[config.mk]
export PLATFORM = sky130hd
export DESIGN_NAME = mss_scan_sequencer
export DESIGN_NICKNAME = d
export VERILOG_FILES = /design/src/mss_pkg.sv /design/src/mss_ser_if.sv /design/src/mss_ser_rx.sv /design/src/mss_scan_sequencer.sv
export VERILOG_INCLUDE_DIRS = /design/src
export SDC_FILE = /design/constraint.sdc
export NUM_CORES = 1
export LEC_CHECK = 0
export BUFFER_PORTS_ARGS = -buffer_cell sky130_fd_sc_hd__buf_4
export CORE_MARGIN = 3
export CORE_UTILIZATION = 60
export DETAILED_ROUTE_END_ITERATION = 6
export MAX_ROUTING_LAYER = met4
export PLACE_DENSITY = 0.75
export SYNTH_ARGS = -nofsm -noshare
export SYNTH_HDL_FRONTEND = slang
export SYNTH_HIERARCHICAL = 1
export SYNTH_SLANG_ARGS = --single-unit
export TNS_END_PERCENT = 5
[constraint.sdc]
create_clock -name clk_i -period 8 [get_ports clk_i]
set_input_delay 0.8 -clock clk_i [delete_from_list [all_inputs] [get_ports clk_i]]
set_output_delay 0.8 -clock clk_i [all_outputs]
set_load 0.03 [all_outputs]
[src/mss_regs.svh]
// Constants for the multiplexed scan sequencer
// How it works
// - Repeat list unless single bit stops
// - Each new entry reloads the starting channel
// - Channel seven advances back to zero
// - All-zero config word clears the channel and repeat count
// - Entry count holds channels minus one
`ifndef MSS_REGS_SVH
`define MSS_REGS_SVH

// ----------------------------------------------------------------
// Word widths and list depth
// ----------------------------------------------------------------
`define MSS_CFG_W          32
`define MSS_HARDSCAN_CONTROL_REGISTER_W         8
`define MSS_ENTRY_W        16
`define MSS_FIFO_DEPTH     16

// ----------------------------------------------------------------
// Configuration word fields
// ----------------------------------------------------------------
`define MSS_CFG_REPEAT_HI  30
`define MSS_CFG_REPEAT_LO  24
`define MSS_CFG_START_HI   22
`define MSS_CFG_START_LO   20
`define MSS_CFG_HOST_HI    13
`define MSS_CFG_HOST_LO    12
`define MSS_CFG_ROUTE_HI   11
`define MSS_CFG_ROUTE_LO   8
`define MSS_CFG_SCANCON    2
`define MSS_CFG_ABDRV      0
`define MSS_CFG_RESET      32'h0000_0000

// ----------------------------------------------------------------
// Hardscan control register fields
// ----------------------------------------------------------------
`define MSS_HARDSCAN_CONTROL_REGISTER_ENABLE    7
`define MSS_HARDSCAN_CONTROL_REGISTER_REWIND    6
`define MSS_HARDSCAN_CONTROL_REGISTER_SINGLE    4
`define MSS_HARDSCAN_CONTROL_REGISTER_KEEP      3
`define MSS_HARDSCAN_CONTROL_REGISTER_GO        0
`define MSS_HARDSCAN_CONTROL_REGISTER_RESET     8'h00

// ----------------------------------------------------------------
// Scan entry fields
// ----------------------------------------------------------------
`define MSS_ENT_SLOT_HI    10
`define MSS_ENT_SLOT_LO    7
`define MSS_ENT_CNT_HI     6
`define MSS_ENT_CNT_LO     0

// ----------------------------------------------------------------
// Register port map
// ----------------------------------------------------------------
`define MSS_ADDR_W         8
`define MSS_ADDR_STATUS    8'h00
`define MSS_ADDR_CONFIG    8'h04
`define MSS_ADDR_HARDSCAN_CONTROL_REGISTER      8'h08
`define MSS_ADDR_LEVEL     8'h0C
`define MSS_ADDR_TICK      8'h10

`endif

[src/mss_pkg.sv]
// Types for the multiplexed scan sequencer
package mss_pkg;
  typedef enum logic [1:0] {
    MSS_IDLE,
    MSS_RUN,
    MSS_DONE
  } mss_state_e;
endpackage

[src/mss_ser_if.sv]
// Word hand-off from a serial receiver to the core
interface mss_ser_if #(
  parameter int W = 8
);
  logic [W-1:0] word;
  logic         strobe;
  modport rx   (output word, output strobe);
  modport core (input word, input strobe);
endinterface

[src/mss_ser_rx.sv]
// Serial word receiver with pin synchronisers
module mss_ser_rx
  import mss_pkg::*;
#(
  parameter int W = 8
) (
  input  wire logic clk_i,
  input  wire logic rst_i,
  input  wire logic ce_i,
  input  wire logic serial_clk_i,
  input  wire logic mosi_i,
  input  wire logic select_n_i,
  input  wire logic chassis_controller_select_n_i,
  mss_ser_if.rx     out
);

  localparam int CW = $clog2(W + 1);

  if (W < 2 || W > 64)
  begin : g_bad_w
    $error("mss_ser_rx: W out of range");
  end

  // ----------------------------------------------------------------
  // Three-stage pin synchronisers
  // ----------------------------------------------------------------
  logic [3:0] s1_reg, s2_reg, s3_reg, filt_reg, filt_next;
  logic [3:0] prev_reg;

  always_comb
  begin
    for (int i = 0; i < 4; i++)
    begin
      filt_next[i] = (s2_reg[i] == s3_reg[i]) ? s3_reg[i] : filt_reg[i];
    end
  end

  always_ff @(posedge clk_i)
  begin
    if (rst_i)
    begin
      s1_reg   <= 4'hF;
      s2_reg   <= 4'hF;
      s3_reg   <= 4'hF;
      filt_reg <= 4'hF;
      prev_reg <= 4'hF;
    end
    else if (ce_i)
    begin
      s1_reg   <= {serial_clk_i, mosi_i, select_n_i,
                   chassis_controller_select_n_i};
      s2_reg   <= s1_reg;
      s3_reg   <= s2_reg;
      filt_reg <= filt_next;
      prev_reg <= filt_reg;
    end
  end

  // ----------------------------------------------------------------
  // Shifter, word ends when select is released
  // ----------------------------------------------------------------
  logic         sel, sel_prev, sclk_rise;
  logic [W-1:0] sh_reg, sh_next, word_reg, word_next;
  logic [CW-1:0] cnt_reg, cnt_next;
  logic         stb_reg, stb_next;

  assign sel       = ~filt_reg[1] & ~filt_reg[0];
  assign sel_prev  = ~prev_reg[1] & ~prev_reg[0];
  assign sclk_rise = filt_reg[3] & ~prev_reg[3];

  always_comb
  begin
    sh_next   = sh_reg;
    cnt_next  = cnt_reg;
    word_next = word_reg;
    stb_next  = 1'b0;
    if (sel && !sel_prev)
    begin
      cnt_next = '0;
    end
    else if (sel && sclk_rise)
    begin
      sh_next = {sh_reg[W-2:0], filt_reg[2]};
      if (cnt_reg != CW'(W))
      begin
        cnt_next = cnt_reg + CW'(1);
      end
    end
    else if (!sel && sel_prev && cnt_reg == CW'(W))
    begin
      word_next = sh_reg;
      stb_next  = 1'b1;
    end
  end

  always_ff @(posedge clk_i)
  begin
    if (rst_i)
    begin
      sh_reg   <= '0;
      cnt_reg  <= '0;
      word_reg <= '0;
      stb_reg  <= 1'b0;
    end
    else if (ce_i)
    begin
      sh_reg   <= sh_next;
      cnt_reg  <= cnt_next;
      word_reg <= word_next;
      stb_reg  <= stb_next;
    end
  end

  assign out.word   = word_reg;
  assign out.strobe = stb_reg;

endmodule // mss_ser_rx

[src/mss_scan_sequencer.sv]
// Multiplexed scan sequencer: config word, hardscan control and list
`include "mss_regs.svh"
module mss_scan_sequencer
  import mss_pkg::*;
#(
  parameter int DEPTH = `MSS_FIFO_DEPTH
) (
  input  wire logic        clk_i,
  input  wire logic        rst_i,
  input  wire logic        ce_i,
  input  wire logic        serial_clk_i,
  input  wire logic        mosi_i,
  input  wire logic        module_select_n_i,
  input  wire logic        hardscan_control_register_select_n_i,
  input  wire logic        fifo_select_n_i,
  input  wire logic        chassis_controller_select_n_i,
  input  wire logic        backplane_scan_clock_line_i,
  input  wire logic [7:0]  addr_i,
  input  wire logic [31:0] wdata_i,
  input  wire logic        wr_i,
  input  wire logic        rd_i,
  output logic      [31:0] rdata_o,
  output logic             scan_running_o,
  output logic      [3:0]  active_slot_o,
  output logic      [2:0]  mux_channel_o,
  output logic             analog_bus_drive_enable_o,
  output logic             scan_connect_enable_o,
  output logic      [3:0]  hold_trigger_routing_field_o,
  output logic      [1:0]  host_board_select_field_o,
  output logic      [6:0]  sample_repeat_field_o
);

  localparam int PW = $clog2(DEPTH);

  if (DEPTH < 2 || DEPTH > 128 || (1 << PW) != DEPTH)
  begin : g_bad_depth
    $error("mss_scan_sequencer: DEPTH must be a power of two");
  end

  // ----------------------------------------------------------------
  // Serial receivers
  // ----------------------------------------------------------------
  mss_ser_if #(.W(`MSS_CFG_W))   cfg_if ();
  mss_ser_if #(.W(`MSS_HARDSCAN_CONTROL_REGISTER_W))  hardscan_control_register_if ();
  mss_ser_if #(.W(`MSS_ENTRY_W)) ent_if ();

  mss_ser_rx #(.W(`MSS_CFG_W)) u_cfg_rx (
    .clk_i                         (clk_i),
    .rst_i                         (rst_i),
    .ce_i                          (ce_i),
    .serial_clk_i                  (serial_clk_i),
    .mosi_i                        (mosi_i),
    .select_n_i                    (module_select_n_i),
    .chassis_controller_select_n_i (module_select_n_i),
    .out                           (cfg_if.rx)
  );

  mss_ser_rx #(.W(`MSS_HARDSCAN_CONTROL_REGISTER_W)) u_hardscan_control_register_rx (
    .clk_i                         (clk_i),
    .rst_i                         (rst_i),
    .ce_i                          (ce_i),
    .serial_clk_i                  (serial_clk_i),
    .mosi_i                        (mosi_i),
    .select_n_i                    (hardscan_control_register_select_n_i),
    .chassis_controller_select_n_i (chassis_controller_select_n_i),
    .out                           (hardscan_control_register_if.rx)
  );

  mss_ser_rx #(.W(`MSS_ENTRY_W)) u_ent_rx (
    .clk_i                         (clk_i),
    .rst_i                         (rst_i),
    .ce_i                          (ce_i),
    .serial_clk_i                  (serial_clk_i),
    .mosi_i                        (mosi_i),
    .select_n_i                    (fifo_select_n_i),
    .chassis_controller_select_n_i (chassis_controller_select_n_i),
    .out                           (ent_if.rx)
  );

  // ----------------------------------------------------------------
  // Entry decoding
  // ----------------------------------------------------------------
  function automatic logic [3:0] ent_slot(input logic [15:0] e);
    ent_slot = e[`MSS_ENT_SLOT_HI:`MSS_ENT_SLOT_LO] + 4'h1;
  endfunction

  function automatic logic [6:0] ent_count(input logic [15:0] e);
    ent_count = e[`MSS_ENT_CNT_HI:`MSS_ENT_CNT_LO];
  endfunction

  // ----------------------------------------------------------------
  // Scan clock synchroniser and sample tick
  // ----------------------------------------------------------------
  logic sc1_reg, sc2_reg, sc3_reg, scf_reg, scf_next, scp_reg;
  logic soft_tick, tick;

  assign scf_next  = (sc2_reg == sc3_reg) ? sc3_reg : scf_reg;
  assign soft_tick = wr_i && addr_i == `MSS_ADDR_TICK && wdata_i[0];
  assign tick      = (scp_reg & ~scf_reg) | soft_tick;

  always_ff @(posedge clk_i)
  begin
    if (rst_i)
    begin
      sc1_reg <= 1'b1;
      sc2_reg <= 1'b1;
      sc3_reg <= 1'b1;
      scf_reg <= 1'b1;
      scp_reg <= 1'b1;
    end
    else if (ce_i)
    begin
      sc1_reg <= backplane_scan_clock_line_i;
      sc2_reg <= sc1_reg;
      sc3_reg <= sc2_reg;
      scf_reg <= scf_next;
      scp_reg <= scf_reg;
    end
  end

  // ----------------------------------------------------------------
  // Configuration and hardscan control registers
  // ----------------------------------------------------------------
  logic [31:0] cfg_reg, cfg_next;
  logic [7:0]  hardscan_control_register_reg, hardscan_control_register_next;
  logic        cfg_zero;

  assign cfg_zero = cfg_if.strobe && cfg_if.word == `MSS_CFG_RESET;

  always_comb
  begin
    cfg_next  = cfg_reg;
    hardscan_control_register_next = hardscan_control_register_reg;
    if (cfg_if.strobe)
    begin
      cfg_next = cfg_if.word;
    end
    if (hardscan_control_register_if.strobe)
    begin
      hardscan_control_register_next = hardscan_control_register_if.word;
    end
  end

  // ----------------------------------------------------------------
  // Scan list storage
  // ----------------------------------------------------------------
  logic [15:0] mem [DEPTH];
  logic [PW:0] len_reg, len_next;
  logic        mem_we;

  assign mem_we = ent_if.strobe && len_reg != (PW+1)'(DEPTH);

  always_comb
  begin
    len_next = len_reg;
    if (hardscan_control_register_if.strobe && !hardscan_control_register_if.word[`MSS_HARDSCAN_CONTROL_REGISTER_KEEP])
    begin
      len_next = '0;
    end
    else if (mem_we)
    begin
      len_next = len_reg + (PW+1)'(1);
    end
  end

  always_ff @(posedge clk_i)
  begin
    if (ce_i && mem_we)
    begin
      mem[len_reg[PW-1:0]] <= ent_if.word;
    end
  end

  // ----------------------------------------------------------------
  // Sequencer
  // ----------------------------------------------------------------
  mss_state_e  state_reg, state_next;
  logic [PW-1:0] idx_reg, idx_next, nidx;
  logic [6:0]  cnt_reg, cnt_next, rep_reg, rep_next, rep_cfg;
  logic [3:0]  slot_reg, slot_next;
  logic [2:0]  chan_reg, chan_next, start_ch;
  logic        last;

  assign rep_cfg  = cfg_reg[`MSS_CFG_REPEAT_HI:`MSS_CFG_REPEAT_LO];
  assign start_ch = cfg_reg[`MSS_CFG_START_HI:`MSS_CFG_START_LO];
  assign nidx     = idx_reg + PW'(1);
  assign last     = ({1'b0, idx_reg} + (PW+1)'(1)) >= len_reg;

  always_comb
  begin
    state_next = state_reg;
    idx_next   = idx_reg;
    cnt_next   = cnt_reg;
    rep_next   = rep_reg;
    slot_next  = slot_reg;
    chan_next  = chan_reg;
    case (state_reg)
      MSS_RUN:
      begin
        if (tick)
        begin
          if (rep_reg > 7'h01)
          begin
            rep_next = rep_reg - 7'h01;
          end
          else if (cnt_reg != 7'h00)
          begin
            rep_next  = rep_cfg;
            cnt_next  = cnt_reg - 7'h01;
            chan_next = chan_reg + 3'h1;
          end
          else if (last && hardscan_control_register_reg[`MSS_HARDSCAN_CONTROL_REGISTER_SINGLE])
          begin
            state_next = MSS_DONE;
          end
          else
          begin
            idx_next  = last ? '0 : nidx;
            slot_next = ent_slot(mem[last ? '0 : nidx]);
            cnt_next  = ent_count(mem[last ? '0 : nidx]);
            chan_next = start_ch;
            rep_next  = rep_cfg;
          end
        end
      end
      MSS_IDLE, MSS_DONE:
      begin
        if (hardscan_control_register_if.strobe && hardscan_control_register_if.word[`MSS_HARDSCAN_CONTROL_REGISTER_REWIND])
        begin
          idx_next = '0;
        end
        if (hardscan_control_register_if.strobe && hardscan_control_register_if.word[`MSS_HARDSCAN_CONTROL_REGISTER_ENABLE]
            && hardscan_control_register_if.word[`MSS_HARDSCAN_CONTROL_REGISTER_GO] && len_reg != '0)
        begin
          state_next = MSS_RUN;
          idx_next   = '0;
          slot_next  = ent_slot(mem[0]);
          cnt_next   = ent_count(mem[0]);
          chan_next  = start_ch;
          rep_next   = rep_cfg;
        end
      end
      default:
      begin
        state_next = MSS_IDLE;
      end
    endcase
    if (hardscan_control_register_if.strobe && !hardscan_control_register_if.word[`MSS_HARDSCAN_CONTROL_REGISTER_ENABLE])
    begin
      state_next = MSS_IDLE;
    end
    if (cfg_zero)
    begin
      chan_next = 3'h0;
      rep_next  = 7'h00;
    end
  end

  // ----------------------------------------------------------------
  // Register port
  // ----------------------------------------------------------------
  logic [31:0] rdata_next;

  always_comb
  begin
    rdata_next = 32'h0000_0000;
    if (rd_i)
    begin
      case (addr_i)
        `MSS_ADDR_STATUS:
          rdata_next = {4'h0, 8'(idx_reg), 1'b0, cnt_reg,
                        1'b0, chan_reg, slot_reg,
                        2'b00, state_reg};
        `MSS_ADDR_CONFIG: rdata_next = cfg_reg;
        `MSS_ADDR_HARDSCAN_CONTROL_REGISTER:   rdata_next = {24'h000000, hardscan_control_register_reg};
        `MSS_ADDR_LEVEL:  rdata_next = 32'(len_reg);
        default:          rdata_next = 32'h0000_0000;
      endcase
    end
  end

  // ----------------------------------------------------------------
  // State registers
  // ----------------------------------------------------------------
  always_ff @(posedge clk_i)
  begin
    if (rst_i)
    begin
      cfg_reg   <= `MSS_CFG_RESET;
      hardscan_control_register_reg  <= `MSS_HARDSCAN_CONTROL_REGISTER_RESET;
      len_reg   <= '0;
      state_reg <= MSS_IDLE;
      idx_reg   <= '0;
      cnt_reg   <= 7'h00;
      rep_reg   <= 7'h00;
      slot_reg  <= 4'h0;
      chan_reg  <= 3'h0;
      rdata_o   <= 32'h0000_0000;
    end
    else if (ce_i)
    begin
      cfg_reg   <= cfg_next;
      hardscan_control_register_reg  <= hardscan_control_register_next;
      len_reg   <= len_next;
      state_reg <= state_next;
      idx_reg   <= idx_next;
      cnt_reg   <= cnt_next;
      rep_reg   <= rep_next;
      slot_reg  <= slot_next;
      chan_reg  <= chan_next;
      rdata_o   <= rdata_next;
    end
  end

  assign scan_running_o   = state_reg == MSS_RUN;
  assign active_slot_o    = scan_running_o ? slot_reg : 4'h0;
  assign mux_channel_o    = chan_reg;
  assign analog_bus_drive_enable_o = cfg_reg[`MSS_CFG_ABDRV];
  assign scan_connect_enable_o     = cfg_reg[`MSS_CFG_SCANCON];
  assign hold_trigger_routing_field_o =
    cfg_reg[`MSS_CFG_ROUTE_HI:`MSS_CFG_ROUTE_LO];
  assign host_board_select_field_o =
    cfg_reg[`MSS_CFG_HOST_HI:`MSS_CFG_HOST_LO];
  assign sample_repeat_field_o = rep_cfg;

endmodule // mss_scan_sequencer

==> Yosys cells after proc, flatten, opt, wreduce, memory -nomap -nowiden <==
Memories as Yosys holds them, arrays and structs flattened.
Index checks and enable logic that the tools add are counted.
{ "totals": {"reg_bits": 299, "mem_bits_rw": 256, "in_bits": 52, "out_inout_bits": 55, "n_memories": 1} }
{ "memory_table": {"columns": ["name", "depth", "width", "read_ports", "rd_ports_with_merged_regs", "wr", "line", "text"], "rows": [
  ["mem", 16, 16, 2, 0, 1, "mss_scan_sequencer.sv:147", "logic [15:0] mem [DEPTH];"]
]} }
{ "op_classes": {"addsub": 11, "n_lt_le_gt_ge": 2, "eq_ne": 43, "mux": 66, "n_bitwise": 33, "reduce_logical": 78} }
{ "op_table": {"columns": ["operator", "count"], "rows": [
  ["one-hot mux 32 bit (4 select lines)", 1],
  ["2-to-1 mux 7 bit", 11],
  ["2-to-1 mux 4 bit", 16],
  ["logical NOT 32 bit", 1],
  ["2-to-1 mux 32 bit", 1],
  ["AND reduction 2 bit", 16],
  ["one-hot mux 7 bit (2 select lines)", 2],
  ["2-to-1 mux 5 bit", 5],
  ["logical AND 1 bit", 24],
  ["inverter 1 bit", 22],
  ["2-to-1 mux 3 bit", 6],
  ["2-to-1 mux 6 bit", 3],
  ["AND reduction 3 bit", 6],
  ["AND reduction 6 bit", 3],
  ["adder 4 x 1 -> 4 bit, second input constant", 4],
  ["equality test 8 x 4 -> 1 bit, second input constant", 2],
  ["one-hot mux 4 bit (2 select lines)", 2],
  ["nonzero test 2 bit", 8],
  ["!= test 3 bit, second input constant", 5],
  ["!= test 5 bit, second input constant", 3],
  ["AND reduction 7 bit", 2],
  ["subtractor 7 x 1 -> 7 bit, second input constant", 2],
  ["equality test 1 bit", 13],
  ["2-to-1 mux 2 bit", 6],
  ["other kinds (33)", 69]
]} }

==> Longest topological paths before layout <==
An unclocked memory read counts as a cell.
{ "logic_depth": {"ltp_word": 10, "mapped_depth": 16} }

==> Modules after synthesis <==
The synthesis kept the hierarchy.
{ "modules_own_cells": {"columns": ["module", "n_inst", "cells_each", "area_each_um2", "seq_area_each_um2"], "rows": [
  ["mss_scan_sequencer", 1, 1160, 12503.2, 7467.2],
  ["mss_ser_rx at u_cfg_rx", 1, 369, 3592.2, 1801.7],
  ["mss_ser_rx at u_ent_rx", 1, 256, 2202.1, 1141.1],
  ["mss_ser_rx at u_hardscan_control_register_rx", 1, 158, 1614.0, 800.8]
]} }

==> Worst setup path before layout <==
No wires, ideal clock.
{ "synth_path": {"kind": "register to register", "start": "reg idx_reg[1]", "end": "reg slot_reg[2]", "setup_ns": 0.086, "arrival_time_ns": 3.454, "required_time_ns": 7.914, "slack_ns": 4.460, "path_stages_with_launch": 17, "synth_period_minus_slack_ns": 3.540, "cell_sequence": "dfxtp_1 ha_1 xnor2_2 inv_2 buf_1 ha_1 nand2_1 o21ai_1 a21o_1 clkbuf_1 nand2_1 a21o_1 o221ai_1 inv_1 ha_1 xor2_1 a211oi_1"} }
{ "synth_via": {"elab_chain_cells": 10, "word_cells_on_any_way": 14, "cone_classes": "add/sub: 3; order compare: 1; eq/ne: 1; mux: 6; reduce/logical: 2; memory: 1"} }
{ "synth_rtl": {"columns": ["element", "line", "text"], "rows": [
  ["from (decl)", "mss_scan_sequencer.sv:178", "logic [PW-1:0] idx_reg, idx_next, nidx;"],
  ["from (signal assigned)", "mss_scan_sequencer.sv:306", "idx_reg <= idx_next;"],
  ["adder 4 x 1 -> 5 bit", "mss_scan_sequencer.sv:187", "assign last = ({1'b0, idx_reg} + (PW+1)'(1)) >= len_reg;"],
  [">= comparator 5 bit", "mss_scan_sequencer.sv:187", null],
  ["2-to-1 mux 4 bit", "mss_scan_sequencer.sv:219", "slot_next = ent_slot(mem[last ? '0 : nidx]);"],
  ["memory (16 x 16 bit)", null, null],
  ["adder 4 x 1 -> 4 bit", "mss_scan_sequencer.sv:84", "ent_slot = e[`MSS_ENT_SLOT_HI:`MSS_ENT_SLOT_LO] + 4'h1;"],
  ["2-to-1 mux 4 bit", "mss_scan_sequencer.sv:212", "else if (last && hardscan_control_register_reg[`MSS_HARDSCAN_CONTROL_REGISTER_SINGLE])"],
  ["2-to-1 mux 4 bit", "mss_scan_sequencer.sv:206", "else if (cnt_reg != 7'h00)"],
  ["2-to-1 mux 4 bit", "mss_scan_sequencer.sv:202", "if (rep_reg > 7'h01)"],
  ["2-to-1 mux 4 bit", "mss_scan_sequencer.sv:200", "if (tick)"],
  ["one-hot mux 4 bit (2 select lines)", "mss_scan_sequencer.sv:197", "case (state_reg)"],
  ["to (signal assigned)", "mss_scan_sequencer.sv:309", "slot_reg <= slot_next;"],
  ["to (decl)", "mss_scan_sequencer.sv:180", "logic [3:0] slot_reg, slot_next;"]
]} }
Parallel ways exist; a longest one is shown, timed or not. The select of a mux whose other input is x is not followed.
A chain may end at the register's enable or synchronous reset.

==> Final worst setup path <==
Ends and elaborated chain as after synthesis.

==> key figures <==
Setup path
  • Worst Path Required: approximately 8.5 ns
  • Crit Path Category: register to register
  • Worst Path Max Fanout: 17
  • Critical Path Start Type: register
  • Setup crit end kind: register
  • WP data arrival: 5.13 ns

Global route
  • Pin count of the biggest net entering global routing: roughly 120
  • Global-route wire length before repair: 72500 µm
  • Vias in the first global route: 13736
  • Total GRT Usage: 0.261
  • Initial antenna violation count: 0
  • GRT overflow: 0

Timing
  • Rel. slew slack: 0.105
  • Fmax: 214 MHz
  • Final worst path period share: 0.584
  • Hold Violations, Final: 0
  • TNS Setup: 0 ns
  • Least-Margin Pin Slew: 1.34 ns
  • Final Slew Violations: 0
  • RSZ-0062 raised after global routing: no
  • Final Critical Period: 4.67 ns
  • # setup viols final: 0
  • Skew final: 0.0169 ns

Die
  • DIE AREA: 34800 µm²
  • Ports: 107
  • Die W: 187 µm
  • Die Ht: 187 µm
  • Row count: 65
  • Initial Utilization: 0.614
  • Area of the core: between 30000 and 40000 µm²

Route
  • Via density: ~6.0
  • DRT antenna net count: 0
  • First drt pass iteration count: 5
  • Final wirelength: 45400 µm
  • Routed length per placed instance: ~19 µm
  • Residual DRC: 0
  • Vias: 14311
  • DRT iter0 DRCs: 1161

Synth
  • Mapped Area: around 20000 µm²
  • Synthesis Warnings: 6
  • Syn Inst Count: roughly 1900
  • Syn Area/Cell: 10.3 µm²
  • Synthesized net count: just under 2000

Clocking
  • CTS clk-pin slew, worst paths: 0.06 ns
  • TritonCTS clock tree: yes
  • H-Tree Depth: 2
  • Hold_buf cts: 0
  • Clk buf depth: 3
  • Total setup buffers inserted after CTS: 0
  • Inserted Clock Buffers: 46
  • Clk sinks: 462
  • Worst-Skew Late Latency: roughly 0.54 ns
  • Resize count post-CTS: 0
  • Root buf cell: clkbuf_16

Finish
  • # diodes: 0
  • Final instance area: 21900 µm²
  • Max reg flops: 176
  • Register area: around 11000 µm²
  • Fraction of layout cells with a size suffix above 1: 0.149
  • Fin util: 0.686
  • Synth-to-Final Area Change: 11.7%
  • Final nets: 1995
  • Multi-input logic area: 7790 µm²
  • Post-Layout Cell Count: 2394
  • Fill count: ~2400

Power
  • Pwr/cell area: between 200 and 250 nW/µm²
  • Worst vdd ir: 0.191 mV
  • Leakage power: 0.00802 µW

Worst hold path
  • Worst Hold Class: register to register

Place
  • Dpl cells: 2309
  • Post-DP Area: 20300 µm²
  • Detailed placement HPWL: 28800 µm
  • IO buf count: 75
  • Routability cong.: 0.894

Flow run
  • Max cap viols: 0

Outcome
  • Status: finished clean
cells in the final DEF (no fill, tap or decap), types with 8 or more instances in the layout:
cell	count
a21oi_1	168
and2_1	14
nand3_1	43
nor4_1	9
o21bai_1	13
nor2b_1	46
edfxtp_1	176
a211oi_1	10
mux2_2	9
ha_1	21
or3_1	9
nor3_1	17
nand4_1	8
clkbuf_16	47
mux4_2	8
nand2_1	274
a221oi_1	8
o21ai_0	37
buf_4	103
mux2i_1	81
nor2_1	169
o211ai_1	8
dfxtp_1	285
a21oi_2	32
clkinv_2	10
a31oi_1	22
a211o_1	39
nand2b_1	20
nand2_2	30
a21o_1	8
inv_1	34
a22oi_1	37
cell type report:
cell class	instances	area share
Multi-Input combinational cell	1270	0.356
Timing Repair Buffer	104	0.0360
Clock inverter	25	0.0140
Sequential cell	462	0.503
Inverter	38	0.00652
Clock buffer	60	0.0588
Tap cell	435	0.0249
layer usage:
metal | GRT usage | routed length (µm) | vias up
met5 | - | 0 | -
met4 | 0.0712 | 985 | 0
met3 | 0.0378 | 3040 | 81
met2 | 0.423 | 21600 | 500
met1 | 0.348 | 19800 | 6888
li1 | - | - | 6842
worst max-delay path, cell delays in order (launching register included):
cell      delay [ns]
dfxtp_1         0.39
ha_1            0.25
xnor2_2         0.56
inv_2           0.36
ha_1            0.40
a21oi_1         0.17
o21ai_1         0.29
a211oi_1        0.95
o311ai_1        0.28
o221ai_1        0.21
inv_1           0.09
ha_1            0.20
xor2_1          0.16
a211oi_1        0.26
stage by stage:
stage,hold WS (ns),power [µW],setup WS [ns]
global route,0.460,4920,3.17
global placement,0.437,2590,3.56
floorplan,0.427,2560,4.46
CTS,0.454,4810,3.40
detailed placement,0.440,2590,3.48
finish,0.451,4780,3.33
power by group:
part | switching [µW] | internal, µW | leakage [µW]
logic | 56.5 | 32.3 | 0.00324
clock network | 883 | 1360 | 0.000782
registers | 10.2 | 2440 | 0.00400
total | 950 | 3830 | 0.00802
final timing paths:
path                                                 startpoint                         endpoint  slack, ns  cells past startpoint
worst max-delay path                    idx_reg[1]$_SDFFE_PP0P_         slot_reg[2]$_SDFFE_PP0P_       3.33                     13
worst min-delay path            u_cfg_rx/s1_reg[0]$_SDFFE_PP1P_  u_cfg_rx/s2_reg[0]$_SDFFE_PP1P_       0.45                      1
worst min register to register  u_cfg_rx/s1_reg[0]$_SDFFE_PP1P_  u_cfg_rx/s2_reg[0]$_SDFFE_PP1P_       0.45                      1
worst max register to register          idx_reg[1]$_SDFFE_PP0P_         slot_reg[2]$_SDFFE_PP0P_       3.33                     13
(Power assumes the default switching activity.)
